`src/rtl/hlm_pkg.sv`:
```
// Package with widths, reload timing and reload states for the table multiplier
package hlm_pkg;
  localparam int HLM_NIB_W      = 4;
  localparam int HLM_TBL_DEPTH  = 16;
  localparam int HLM_COEF_W     = 8;
  localparam int HLM_VAR_W      = 8;
  localparam int HLM_BYTE_SHIFT = 8;
  localparam int HLM_RELOAD_CYC = HLM_TBL_DEPTH;
  localparam logic [3:0] HLM_ADDR_FIRST = 4'h0;
  localparam logic [3:0] HLM_ADDR_LAST  = 4'hF;
  localparam logic       HLM_BUSY_RST   = 1'b0;

  typedef enum logic {
    HLM_ST_IDLE,
    HLM_ST_LOAD
  } hlm_state_e;
endpackage : hlm_pkg

```
`src/rtl/hlm_mult.sv`:
```
// Top of the nibble-table multiplier with reload sequencer and adder tree
// Functional notes
// (RQ1) Variable operand split into nibbles, one partial product each.
// (RQ2) Each 8x8 nibble partial product is twelve bits from its table.
// (RQ3) Low nibble product zero-extended to sixteen bits, weight one.
// (RQ4) High nibble product shifted left four places, weight sixteen.
// (RQ5) Sixteen-bit adder sums aligned partial products into the product.
// (RQ6) No overflow handling; n by m bits fits in n plus m.
// (RQ7) Tables have sixteen entries addressed only by the nibble.
// (RQ8) Entry k holds k times the coefficient.
// (RQ9) New coefficient rewrites all sixteen entries before use.
// (RQ10) Accumulator, address counter and state machine perform reload.
// (RQ11) All nibble tables receive identical contents.
// (RQ12) Products invalid during reload; user waits for completion.
// (RQ13) Variable operand change gives product after table and adder delay.
// (RQ14) Fixed coefficient uses preset tables without reload logic.
// (RQ15) Width extends by nibbles, extra tables and adder levels.
// (RQ16) Pipelined build registers table outputs and each adder.
// (RQ17) Signed operands via invert-and-add-one stages, signs separate.
// (RQ18) 16x16 variant has four tables of twenty-bit partial products.
// (RQ19) Two twenty-four-bit adders form low and high byte products.
// (RQ20) Thirty-two-bit adder sums bytes, high byte shifted by eight.
// (RQ21) Accumulator starts at zero, adds coefficient per address step.
// (RQ22) Busy from coefficient acceptance until last entry written.
`timescale 1ns/1ps
module hlm_mult
  import hlm_pkg::*;
#(
  parameter int          VAR_W     = HLM_VAR_W,
  parameter int          COEF_W    = HLM_COEF_W,
  parameter bit          FIXED     = 1'b0,
  parameter logic [15:0] FIXED_VAL = 16'h0000,
  parameter bit          PIPE      = 1'b0,
  parameter bit          SIGNED_OP = 1'b0
) (
  input  wire logic                     core_clk,
  input  wire logic                     reset,
  input  wire logic                     coef_load,
  input  wire logic [COEF_W-1:0]        coef_in,
  input  wire logic [VAR_W-1:0]         var_in,
  output logic      [VAR_W+COEF_W-1:0]  product,
  output logic                          busy
);
  localparam int NNIB  = VAR_W / HLM_NIB_W;  // [RQ15]
  localparam int PP_W  = COEF_W + HLM_NIB_W;
  localparam int RES_W = VAR_W + COEF_W;

  // Sign handling: magnitudes in, sign applied at the output  [RQ17]
  logic              coef_sign_q;
  logic [COEF_W-1:0] coef_mag;
  logic [VAR_W-1:0]  var_mag;
  logic              var_sign;
  logic              res_sign;

  always_comb begin
    coef_mag = coef_in;
    var_mag  = var_in;
    var_sign = 1'b0;
    if (SIGNED_OP) begin
      var_sign = var_in[VAR_W-1];
      if (coef_in[COEF_W-1]) coef_mag = COEF_W'(~coef_in + 1'b1);  // [RQ17]
      if (var_sign) var_mag = VAR_W'(~var_in + 1'b1);  // [RQ17]
    end
  end

  always_ff @(posedge core_clk) begin
    if (reset) begin
      coef_sign_q <= 1'b0;
    end else if (coef_load && !FIXED) begin
      // Fixed build ignores loads; its preset is a magnitude
      coef_sign_q <= SIGNED_OP ? coef_in[COEF_W-1] : 1'b0;
    end
  end

  logic            wr_en;
  logic [3:0]      wr_addr;
  logic [PP_W-1:0] wr_data;
  logic            rl_busy;

  generate
    if (FIXED) begin : g_noreload
      assign wr_en   = 1'b0;  // [RQ14]
      assign wr_addr = HLM_ADDR_FIRST;
      assign wr_data = '0;
      assign rl_busy = HLM_BUSY_RST;
    end else begin : g_reload
      hlm_reloader #(
        .COEF_W (COEF_W),
        .PP_W   (PP_W)
      ) u_reload (
        .core_clk  (core_clk),
        .reset     (reset),
        .coef_load (coef_load),
        .coef_in   (coef_mag),
        .wr_en     (wr_en),
        .wr_addr   (wr_addr),
        .wr_data   (wr_data),
        .busy      (rl_busy)
      );
    end
  endgenerate

  assign busy = rl_busy;  // [RQ22] [RQ12]

  // One table per nibble, all fed by the same write port  [RQ11] [RQ1]
  logic [PP_W-1:0] pp [NNIB];

  genvar gi;
  generate
    for (gi = 0; gi < NNIB; gi++) begin : g_tbl
      hlm_nib_table #(
        .PP_W      (PP_W),
        .FIXED     (FIXED),
        .FIXED_VAL (FIXED_VAL),
        .PIPE      (PIPE)
      ) u_tbl (
        .core_clk (core_clk),
        .reset    (reset),
        .wr_en    (wr_en),
        .wr_addr  (wr_addr),
        .wr_data  (wr_data),
        .nibble   (var_mag[gi*HLM_NIB_W +: HLM_NIB_W]),  // [RQ1] [RQ7]
        .pp       (pp[gi])
      );
    end
  endgenerate

  // Adder tree. Pairs of nibbles form byte products (weights 1 and 16),
  // then a final level weights bytes by 256. Widths always hold the
  // full product, so carries never spill.  [RQ6]
  localparam int NBYTE = (NNIB + 1) / 2;
  localparam int BP_W  = PP_W + HLM_NIB_W;
  logic [BP_W-1:0]  byte_d [NBYTE];
  logic [BP_W-1:0]  byte_q [NBYTE];
  logic [BP_W-1:0]  byte_s [NBYTE];
  logic [RES_W-1:0] sum_d;
  logic [RES_W-1:0] sum_q;
  logic [RES_W-1:0] sum_s;

  always_comb begin
    for (int b = 0; b < NBYTE; b++) begin
      byte_d[b] = BP_W'(pp[2*b]);  // [RQ3]
      if (2*b + 1 < NNIB) begin
        byte_d[b] = BP_W'(byte_d[b] + {pp[2*b+1], 4'h0});  // [RQ4] [RQ5] [RQ19]
      end
    end
  end

  always_ff @(posedge core_clk) begin
    if (reset) begin
      for (int b = 0; b < NBYTE; b++) byte_q[b] <= '0;
    end else begin
      for (int b = 0; b < NBYTE; b++) byte_q[b] <= byte_d[b];  // [RQ16]
    end
  end

  always_comb begin
    for (int b = 0; b < NBYTE; b++) begin
      byte_s[b] = PIPE ? byte_q[b] : byte_d[b];
    end
  end

  always_comb begin
    sum_d = '0;
    for (int b = 0; b < NBYTE; b++) begin
      sum_d = RES_W'(sum_d + (RES_W'(byte_s[b]) << (b*HLM_BYTE_SHIFT)));  // [RQ20]
    end
  end

  // Extra stage only when there is a byte level to add
  always_ff @(posedge core_clk) begin
    if (reset) begin
      sum_q <= '0;
    end else begin
      sum_q <= sum_d;  // [RQ16]
    end
  end

  assign sum_s = (PIPE && NBYTE > 1) ? sum_q : sum_d;

  // Sign path delayed to match the data latency
  logic [2:0] sgn_q;
  logic       sgn_now;
  assign sgn_now = SIGNED_OP ? (var_sign ^ coef_sign_q) : 1'b0;

  always_ff @(posedge core_clk) begin
    if (reset) begin
      sgn_q <= '0;
    end else begin
      sgn_q <= {sgn_q[1:0], sgn_now};
    end
  end

  always_comb begin
    if (!PIPE) res_sign = sgn_now;
    else if (NBYTE > 1) res_sign = sgn_q[2];
    else res_sign = sgn_q[1];
  end

  // Combinational path when unpipelined: no reload on operand change  [RQ13]
  always_comb begin
    product = sum_s;
    if (res_sign) product = RES_W'(~sum_s + 1'b1);  // [RQ17]
  end
endmodule : hlm_mult

```
`src/rtl/hlm_nib_table.sv`:
```
// One sixteen-entry partial-product table addressed by one nibble
`timescale 1ns/1ps
module hlm_nib_table
  import hlm_pkg::*;
#(
  parameter int          PP_W      = 12,
  parameter bit          FIXED     = 1'b0,
  parameter logic [15:0] FIXED_VAL = 16'h0000,
  parameter bit          PIPE      = 1'b0
) (
  input  wire logic            core_clk,
  input  wire logic            reset,
  input  wire logic            wr_en,
  input  wire logic [3:0]      wr_addr,
  input  wire logic [PP_W-1:0] wr_data,
  input  wire logic [3:0]      nibble,
  output logic      [PP_W-1:0] pp
);
  logic [PP_W-1:0] rd;
  logic [PP_W-1:0] pp_q;

  generate
    if (FIXED) begin : g_rom
      // Preset multiples, no write port or address mux  [RQ14]
      always_comb begin
        rd = PP_W'(PP_W'(nibble) * PP_W'(FIXED_VAL));  // [RQ8]
      end
    end else begin : g_ram
      logic [PP_W-1:0] mem_q [HLM_TBL_DEPTH];

      always_ff @(posedge core_clk) begin
        if (wr_en) begin
          mem_q[wr_addr] <= wr_data;
        end
      end
      // Only the nibble addresses the read side  [RQ7]
      always_comb begin
        rd = mem_q[nibble];
      end
    end
  endgenerate

  always_ff @(posedge core_clk) begin
    if (reset) begin
      pp_q <= '0;
    end else begin
      pp_q <= rd;  // [RQ16]
    end
  end

  assign pp = PIPE ? pp_q : rd;  // [RQ2] [RQ18]
endmodule : hlm_nib_table

```
`src/rtl/hlm_reloader.sv`:
```
// Reload sequencer: accumulator, address counter and two-state machine
`timescale 1ns/1ps
module hlm_reloader
  import hlm_pkg::*;
#(
  parameter int COEF_W = HLM_COEF_W,
  parameter int PP_W   = 12
) (
  input  wire logic              core_clk,
  input  wire logic              reset,
  input  wire logic              coef_load,
  input  wire logic [COEF_W-1:0] coef_in,
  output logic                   wr_en,
  output logic      [3:0]        wr_addr,
  output logic      [PP_W-1:0]   wr_data,
  output logic                   busy
);
  hlm_state_e      state_q;
  logic [COEF_W-1:0] coef_q;
  logic [PP_W-1:0]   acc_q;
  logic [3:0]        addr_q;

  always_ff @(posedge core_clk) begin
    if (reset) begin
      state_q <= HLM_ST_IDLE;
    end else begin
      unique case (state_q)
        HLM_ST_IDLE: if (coef_load) state_q <= HLM_ST_LOAD;
        HLM_ST_LOAD: if (addr_q == HLM_ADDR_LAST && !coef_load) state_q <= HLM_ST_IDLE;
      endcase
    end
  end

  // A new coefficient mid-reload restarts the walk from entry zero  [RQ9]
  always_ff @(posedge core_clk) begin
    if (reset) begin
      coef_q <= '0;
      acc_q  <= '0;
      addr_q <= HLM_ADDR_FIRST;
    end else if (coef_load) begin
      coef_q <= coef_in;
      acc_q  <= '0;  // [RQ21]
      addr_q <= HLM_ADDR_FIRST;
    end else if (state_q == HLM_ST_LOAD) begin
      acc_q  <= PP_W'(acc_q + PP_W'(coef_q));  // [RQ21] [RQ10]
      addr_q <= addr_q + 4'h1;
    end
  end

  assign wr_en   = (state_q == HLM_ST_LOAD) && !coef_load;  // [RQ10]
  assign wr_addr = addr_q;
  assign wr_data = acc_q;
  assign busy    = (state_q == HLM_ST_LOAD) || coef_load;  // [RQ22] [RQ12]
endmodule : hlm_reloader

```
`config.mk`:
```
export PLATFORM = sky130hd
export DESIGN_NAME = hlm_mult
export DESIGN_NICKNAME = d
export VERILOG_FILES = /design/src/rtl/hlm_pkg.sv /design/src/rtl/hlm_mult.sv /design/src/rtl/hlm_nib_table.sv /design/src/rtl/hlm_reloader.sv
export SDC_FILE = /design/constraint.sdc
export NUM_CORES = 1
export LEC_CHECK = 0
export CORE_MARGIN = 3
export CORE_UTILIZATION = 55
export CTS_CLUSTER_DIAMETER = 200
export DETAILED_ROUTE_END_ITERATION = 16
export DONT_BUFFER_PORTS = 1
export GPL_ROUTABILITY_DRIVEN = 0
export GPL_TIMING_DRIVEN = 0
export PLACE_DENSITY = 0.7
export SYNTH_ARGS = -nofsm -noshare
export SYNTH_HDL_FRONTEND = slang
export SYNTH_SLANG_ARGS = --single-unit
export TNS_END_PERCENT = 10
```
`constraint.sdc`:
```
create_clock -name core_clk -period 4.7 [get_ports core_clk]
set_clock_uncertainty 0.15 [all_clocks]
set_input_delay 0.705 -clock core_clk [delete_from_list [all_inputs] [get_ports core_clk]]
set_output_delay 0.705 -clock core_clk [all_outputs]
set_load 0.005 [all_outputs]
```
==> impl_metrics.toml, run 1 <==
[outcome]
outcome = "finished clean"

[worst_setup_path]
crit_type = "input pin to output pin"
cpMaxStageDelayCell = "mux4_2"
worstPathRequired_ns = 3.85
arrival_ns = 3.74
critPathCaptureType = "output pin"
path_max_fanout = 10
cpPeakStageDelay_ns = 0.53
path_depth = 12
path_buf_inv = 3
rrSetupSlack_ns = 1.70
cp_top_family = "multiplexers"
start_kind = "input pin"
rr_worst_depth = 9
crit_chain = "buf_12, buf_12, buf_4, mux4_2, mux4_2, ha_1, a211oi_2, nor2_1, o31a_1, nor2b_2, nor4_4, xor2_1"

[pwr]
clkPwrFrac_pct = 41.6
cellPowerDensity_nw_per_um2 = 361
p_switching_uw = 944
seq_power_share_pct = 48.9
ir_worst_vdd_mv = 0.320
swShare_pct = 22.0
cellLeakagePower_uw = 0.00401
intPower_uw = 3350
combinationalPowerShare_pct = 9.5

[die]
dieWidth_um = 144
initial_core_util_pct = 56.2
num_io_pins = 36
die-area_um2 = 20900
core_area_um2 = 18800
die_h_um = 144
std_cell_rows = 50

[global_routing]
grt_pass1_wl_um = 38200
grt_pass1_vias = 6064
grt_max_degree = 25
antenna_found_initial = 0
grtUsageTotal_pct = 25.8
grt-ovfl-total = 0

[clocking]
clk_path_buf_depth = 3
ctsHoldBuffers = 0
cts_htree_levels = 1
cts-root-buf = "clkbuf_16"
clk_pin_slew_worst_paths_ns = 0.06
cts_made_buffers = 23
clkSinkCount = 217
cts_tree = "yes"
worstSkewPairLatency_ns = 0.50

[cells_and_area]
fill_cells = 1309
final_nets = 658
layout.cells.most_common = "edfxtp_1"
instances_no_fill = 867
diodes = 0
regArea_um2 = 6270
fin_util_pct = 63.4
drive_above_1_share_pct = 31.8
final_cell_mix = "edfxtp_1 (192), mux4_2 (116), nor2_1 (30), dfxtp_1 (25), clkbuf_16 (23)"
multiInputGateArea_um2 = 4120
layout-area-overhead-vs-synth_pct = 12.9

[yosys]
ys_seq_elements = 217
syn_area_um2 = 10500
synth_top_area_cell = "edfxtp_1"
syn_nets = 617
synth.distinct_cells = 48
synthTopCellsByArea = "edfxtp_1 (55%), mux4_2 (25%), dfxtp_1 (4.7%), ha_1 (2.4%), mux2i_1 (1.1%)"
syn_area_per_cell_um2 = 18.3
seq_area_frac_synth_pct = 59.4
synth_top_area_share_pct = 54.7
syn_inst = 576
async_flop_share_pct = 0
ys_warn_count = 0
synth_edf_count = 192
synth_ff_type = "edfxtp_1"

[detailed_routing]
postRouteAntennaNets = 0
avgViaCountPerCell = 6.87
vias = 5955
wire_per_inst_um = 30.1
drc = 0
firstDrtPassIters = 5
drtIter0Drc = 628
wirelength_um = 26100

[sta]
min_period_over_period_pct = 97.8
period_needed_ns = 4.60
slew_violations = 0
worst_pin_slew_ns = 0.982
rsz0062_at_grt = "no"
relSlewSlack_pct = 34.5
fmax_mhz = 217
hold_ws_ns = 0.200
setup_viol = 0
final-hold-violation-count = 0
setup_slack_ns = 0.101

[placed_design]
io_buffers = 0
dp_hpwl_um = 16400
post-place-cells = 810
pre_cts_ws_ns = -1.01

[flow_run]
drv_cap = 0

[hold_path]
hold_depth = 2
hold_class = "input pin to register"
==> routing by layer <==
layer  GRT usage (%)  vias to the layer above  share of wire (%)
met2            43.1                      278                 51
li1                -                     2497                  -
met3            4.20                       49                7.1
met5               0                        -                  0
met4            6.82                        0                2.4
met1            36.0                     3131                 39
==> worst reg2reg max path, cell delays in order, from the launching register on <==
cell	delay, ns
dfxtp_1	0.78
ha_1	0.30
inv_1	0.06
fa_1	0.37
nor2b_1	0.14
o21ai_0	0.11
a21boi_0	0.41
o211ai_1	0.25
a211o_1	0.30
nand3_1	0.07
==> sequential cells by signal, summed over array words and instances (netlist names) <==
signal / flops
g_reload.u_reload.state_q: 1
g_tbl.u_tbl.g_ram.mem_q: 192
g_reload.u_reload.coef_q: 8
g_reload.u_reload.wr_data: 12
g_reload.u_reload.wr_addr: 4
==> synthesized netlist by cell type (2+ instances only) <==
master    instances
edfxtp_1        192
and2_1           18
a21o_1            4
nor4_1            3
fa_1              2
mux2i_1          12
xnor2_1           8
dfxtp_1          25
nand4_1           2
ha_1             20
nand2_1           6
a21oi_1           9
a211oi_1          4
nand3_1          13
nor2b_1           6
inv_1            10
o21a_1            6
o211ai_1          3
nor3b_1           4
buf_6             4
or2_2             2
buf_1             4
clkbuf_1         12
buf_2             9
nor2_1           30
a311oi_1          2
mux4_2          116
and3_1            2
buf_4             4
nor3_1            8
xor2_1            6
a22oi_1           4
o21ai_0          11
==> final cells by class <==
class	instances	area share (%)
plain buffers	33	2.51
clock inverters	8	0.799
well taps	234	2.46
multi-input cells	316	34.6
inverters	10	0.315
flip-flops and latches	217	52.6
repair buffers	16	1.22
clock buffers	33	5.40
==> metrics by stage <==
step | instance area [um^2] | TNS [ns] | total power (uW)
2_1_floorplan | 10500 | 0 | 2400
5_1_grt | 11900 | 0 | 4410
4_1_cts | 11800 | 0 | 4290
6_report | 11900 | 0 | 4290
3_5_place_dp | 10800 | -4.59 | 2500
3_3_place_gp | 10800 | -4.15 | 2490
==> timing repair <==
action | in CTS | in global routing
pin swaps | 2 | 4
gates resized for setup | 45 | 7
buffers inserted | 10 | 6
setup endpoints to repair | 8 | 6
==> power by group through the flow <==
stage               combinational, uW  sequential (uW)  clock [uW]
global placement                  349             2140           0
global route                      432             2100        1880
detailed placement                357             2140           0
CTS                               390             2100        1800
finish                            407             2100        1780
floorplan                         269             2130           0
==> worst paths after layout <==
path,startpoint,to
worst min register to register,g_reload.u_reload.coef_q[2],g_reload.u_reload.coef_q[2]
worst max register to register,g_reload.u_reload.wr_data[0],g_reload.u_reload.wr_data[10]
worst min-delay path,coef_in[5],g_reload.u_reload.coef_q[5]
worst max-delay path,var_in[0],product[15]
==> cell families (layout without fill, tap and decap cells) <==
kind of cell | count (synthesis) | after routing | share of synthesized area (%)
flops | 217 | 217 | 59.4
mux | 129 | 129 | 26.2
simple gates | 101 | 101 | 5.06
compound gates | 50 | 50 | 3.35
buf+inv | 43 | 100 | 2.07
fa+ha+maj | 22 | 22 | 2.75
xor+xnor | 14 | 14 | 1.16
No activity file was read; power rests on OpenSTA's default activity.
==> run 2: changes to the inputs <==
--- a/config.mk
+++ b/config.mk
@@ -6,13 +6,13 @@
 export NUM_CORES = 1
 export LEC_CHECK = 0
 export CORE_MARGIN = 3
-export CORE_UTILIZATION = 55
+export CORE_UTILIZATION = 69
 export CTS_CLUSTER_DIAMETER = 200
 export DETAILED_ROUTE_END_ITERATION = 16
 export DONT_BUFFER_PORTS = 1
 export GPL_ROUTABILITY_DRIVEN = 0
 export GPL_TIMING_DRIVEN = 0
-export PLACE_DENSITY = 0.7
+export PLACE_DENSITY = 0.85
 export SYNTH_ARGS = -nofsm -noshare
 export SYNTH_HDL_FRONTEND = slang
 export SYNTH_SLANG_ARGS = --single-unit
==> constraint.sdc (replaced) <==
create_clock -name core_clk -period 5.7 [get_ports core_clk]
set_clock_uncertainty 0.15 [all_clocks]
set_input_delay 0.855 -clock core_clk [delete_from_list [all_inputs] [get_ports core_clk]]
set_output_delay 0.855 -clock core_clk [all_outputs]
set_load 0.005 [all_outputs]
==> impl_metrics.toml, run 2 (synthesis results as in run 1) <==
[outcome]
outcome = "finished clean"

[clocking]
post_cts_buffers = 0
clk_path_buf_depth = 3
cts_tree = "yes"
clkSinkCount = 217
clk_pin_slew_worst_paths_ns = 0.06
ctsHoldBuffers = 0
cts_made_buffers = 22
worstSkewPairLatency_ns = 0.50
cts-root-buf = "clkbuf_16"
cts_htree_levels = 1

[pwr]
seq_power_share_pct = 49.3
clkPwrFrac_pct = 42.2
ir_worst_vdd_mv = 0.275
combinationalPowerShare_pct = 8.5
p_total_uw = 3510
swShare_pct = 21.6
cellPowerDensity_nw_per_um2 = 305
cellLeakagePower_uw = 0.00387
intPower_uw = 2750
p_switching_uw = 760

[worst_setup_path]
cp_top_family = "compound AO/OA/AOI/OAI gates"
crit_path_frequent_cell = "mux4_2"
path_max_fanout = 10
arrival_ns = 4.57
critPathCaptureType = "output pin"
path_buf_inv = 1
start_kind = "input pin"
cpMaxStageDelayCell = "clkbuf_1"
worstPathRequired_ns = 4.70
crit_chain = "clkbuf_1, mux4_2, mux4_2, ha_1, fa_1, a21o_1, a21oi_1, nor2b_1, o21ai_0, a211oi_1, xnor2_1"
crit_type = "input pin to output pin"
cpPeakStageDelay_ns = 0.70

[global_routing]
antenna_found_initial = 0
grt-ovfl-total = 0
grtUsageTotal_pct = 33.8
grt_max_degree = 25
grt_pass1_vias = 6483
grt_pass1_wl_um = 40500

[die]
core_area_um2 = 14800
std_cell_rows = 44
die-area_um2 = 16800
die_h_um = 130
num_io_pins = 36
dieWidth_um = 130
initial_core_util_pct = 71.4

[placed_design]
io_buffers = 0
dp_hpwl_um = 15900
placed_area_um2 = 10800
post-place-cells = 760

[sta]
min_period_over_period_pct = 97.8
rsz0062_at_grt = "no"
relSlewSlack_pct = 19.8
period_needed_ns = 5.57
setup_viol = 0
fmax_mhz = 179
worst_pin_slew_ns = 1.20
slew_violations = 0
final-hold-violation-count = 0

[detailed_routing]
avgViaCountPerCell = 7.88
wire_per_inst_um = 33.8
wirelength_um = 27000
postRouteAntennaNets = 0
drc = 0
drtIter0Drc = 797
vias = 6292
firstDrtPassIters = 7

[hold_path]
hold_class = "register to register"

[cells_and_area]
instances_no_fill = 798
layout.cells.most_common = "edfxtp_1"
diodes = 0
largest_register = "g_tbl.u_tbl.g_ram.mem_q"
final_cell_mix = "edfxtp_1 (192), mux4_2 (116), nor2_1 (30), clkbuf_16 (25), dfxtp_1 (25)"
stdcell_area_um2 = 11500
fin_util_pct = 78.1
drive_above_1_share_pct = 28.2
largest_reg_flops = 192
layout-area-overhead-vs-synth_pct = 9.35
final_nets = 641

[flow_run]
drv_cap = 0
run 2: cell count changes in the layout (fill, tap and decap cells not counted), moves of 3 or more:
cell      delta
clkinv_1     -3
buf_2        +5
buf_4       -15
ha_1         +3
buf_12       -8
run 2: power groups by stage:
stage               sequential, uW  clock [uW]  combinational [uW]
detailed placement            1760           0                 291
CTS                           1730        1480                 297
finish                        1730        1480                 299
floorplan                     1760           0                 222
global placement              1760           0                 284
global route                  1730        1540                 318
run 2: area by class of cell:
cell class                      instances  area, um^2
Multi-Input combinational cell        316        4060
Fill cell                             760        3230
Buffer                                 33         191
Clock buffer                           32         662
Tap cell                              184         230
Clock inverter                          6        82.6
Inverter                               10        37.5
Sequential cell                       217        6270
run 2: routing by layer:
layer / wire length [um] / track usage [%] / part of all wire [%] / up-vias
met3: 2740 / 7.58 / 10 / 122
met2: 13800 / 56.3 / 51 / 515
met1: 9080 / 43.4 / 34 / 3193
met5: 0 / 0 / 0 / -
li1: - / - / - / 2462
met4: 1370 / 14.8 / 5.1 / 0
run 2: repair_timing:
item | 4_1_cts | 5_1_grt
gates resized for setup | 4 | 5
setup endpoints to repair | 3 | 2
endpoints found under the hold margin | 0 | 0
run 2: worst paths after layout:
check / from / end / slack [ns] / cells past startpoint
max reg2reg: g_reload.u_reload.wr_data[0] / g_reload.u_reload.wr_data[10] / 2.73 / 9
min: g_reload.u_reload.coef_q[5] / g_reload.u_reload.coef_q[5] / 0.35 / 2
min reg2reg: g_reload.u_reload.coef_q[5] / g_reload.u_reload.coef_q[5] / 0.35 / 2
max: var_in[1] / product[14] / 0.13 / 11
run 2: tightest hold or removal path: stages, from the launching register on:
cell	delay (ns)
dfxtp_1	0.33
mux2i_1	0.07
nor2_1	0.07
run 2: per-stage QoR:
step                      setup TNS, ns  hold WS [ns]  setup slack (ns)
after floorplan                       0         0.317             0.860
after global placement                0         0.336           0.00487
after detailed placement         -0.158         0.342           -0.0732
after CTS                             0         0.349             0.143
after global routing                  0         0.365            0.0182
final                                 0         0.353             0.126
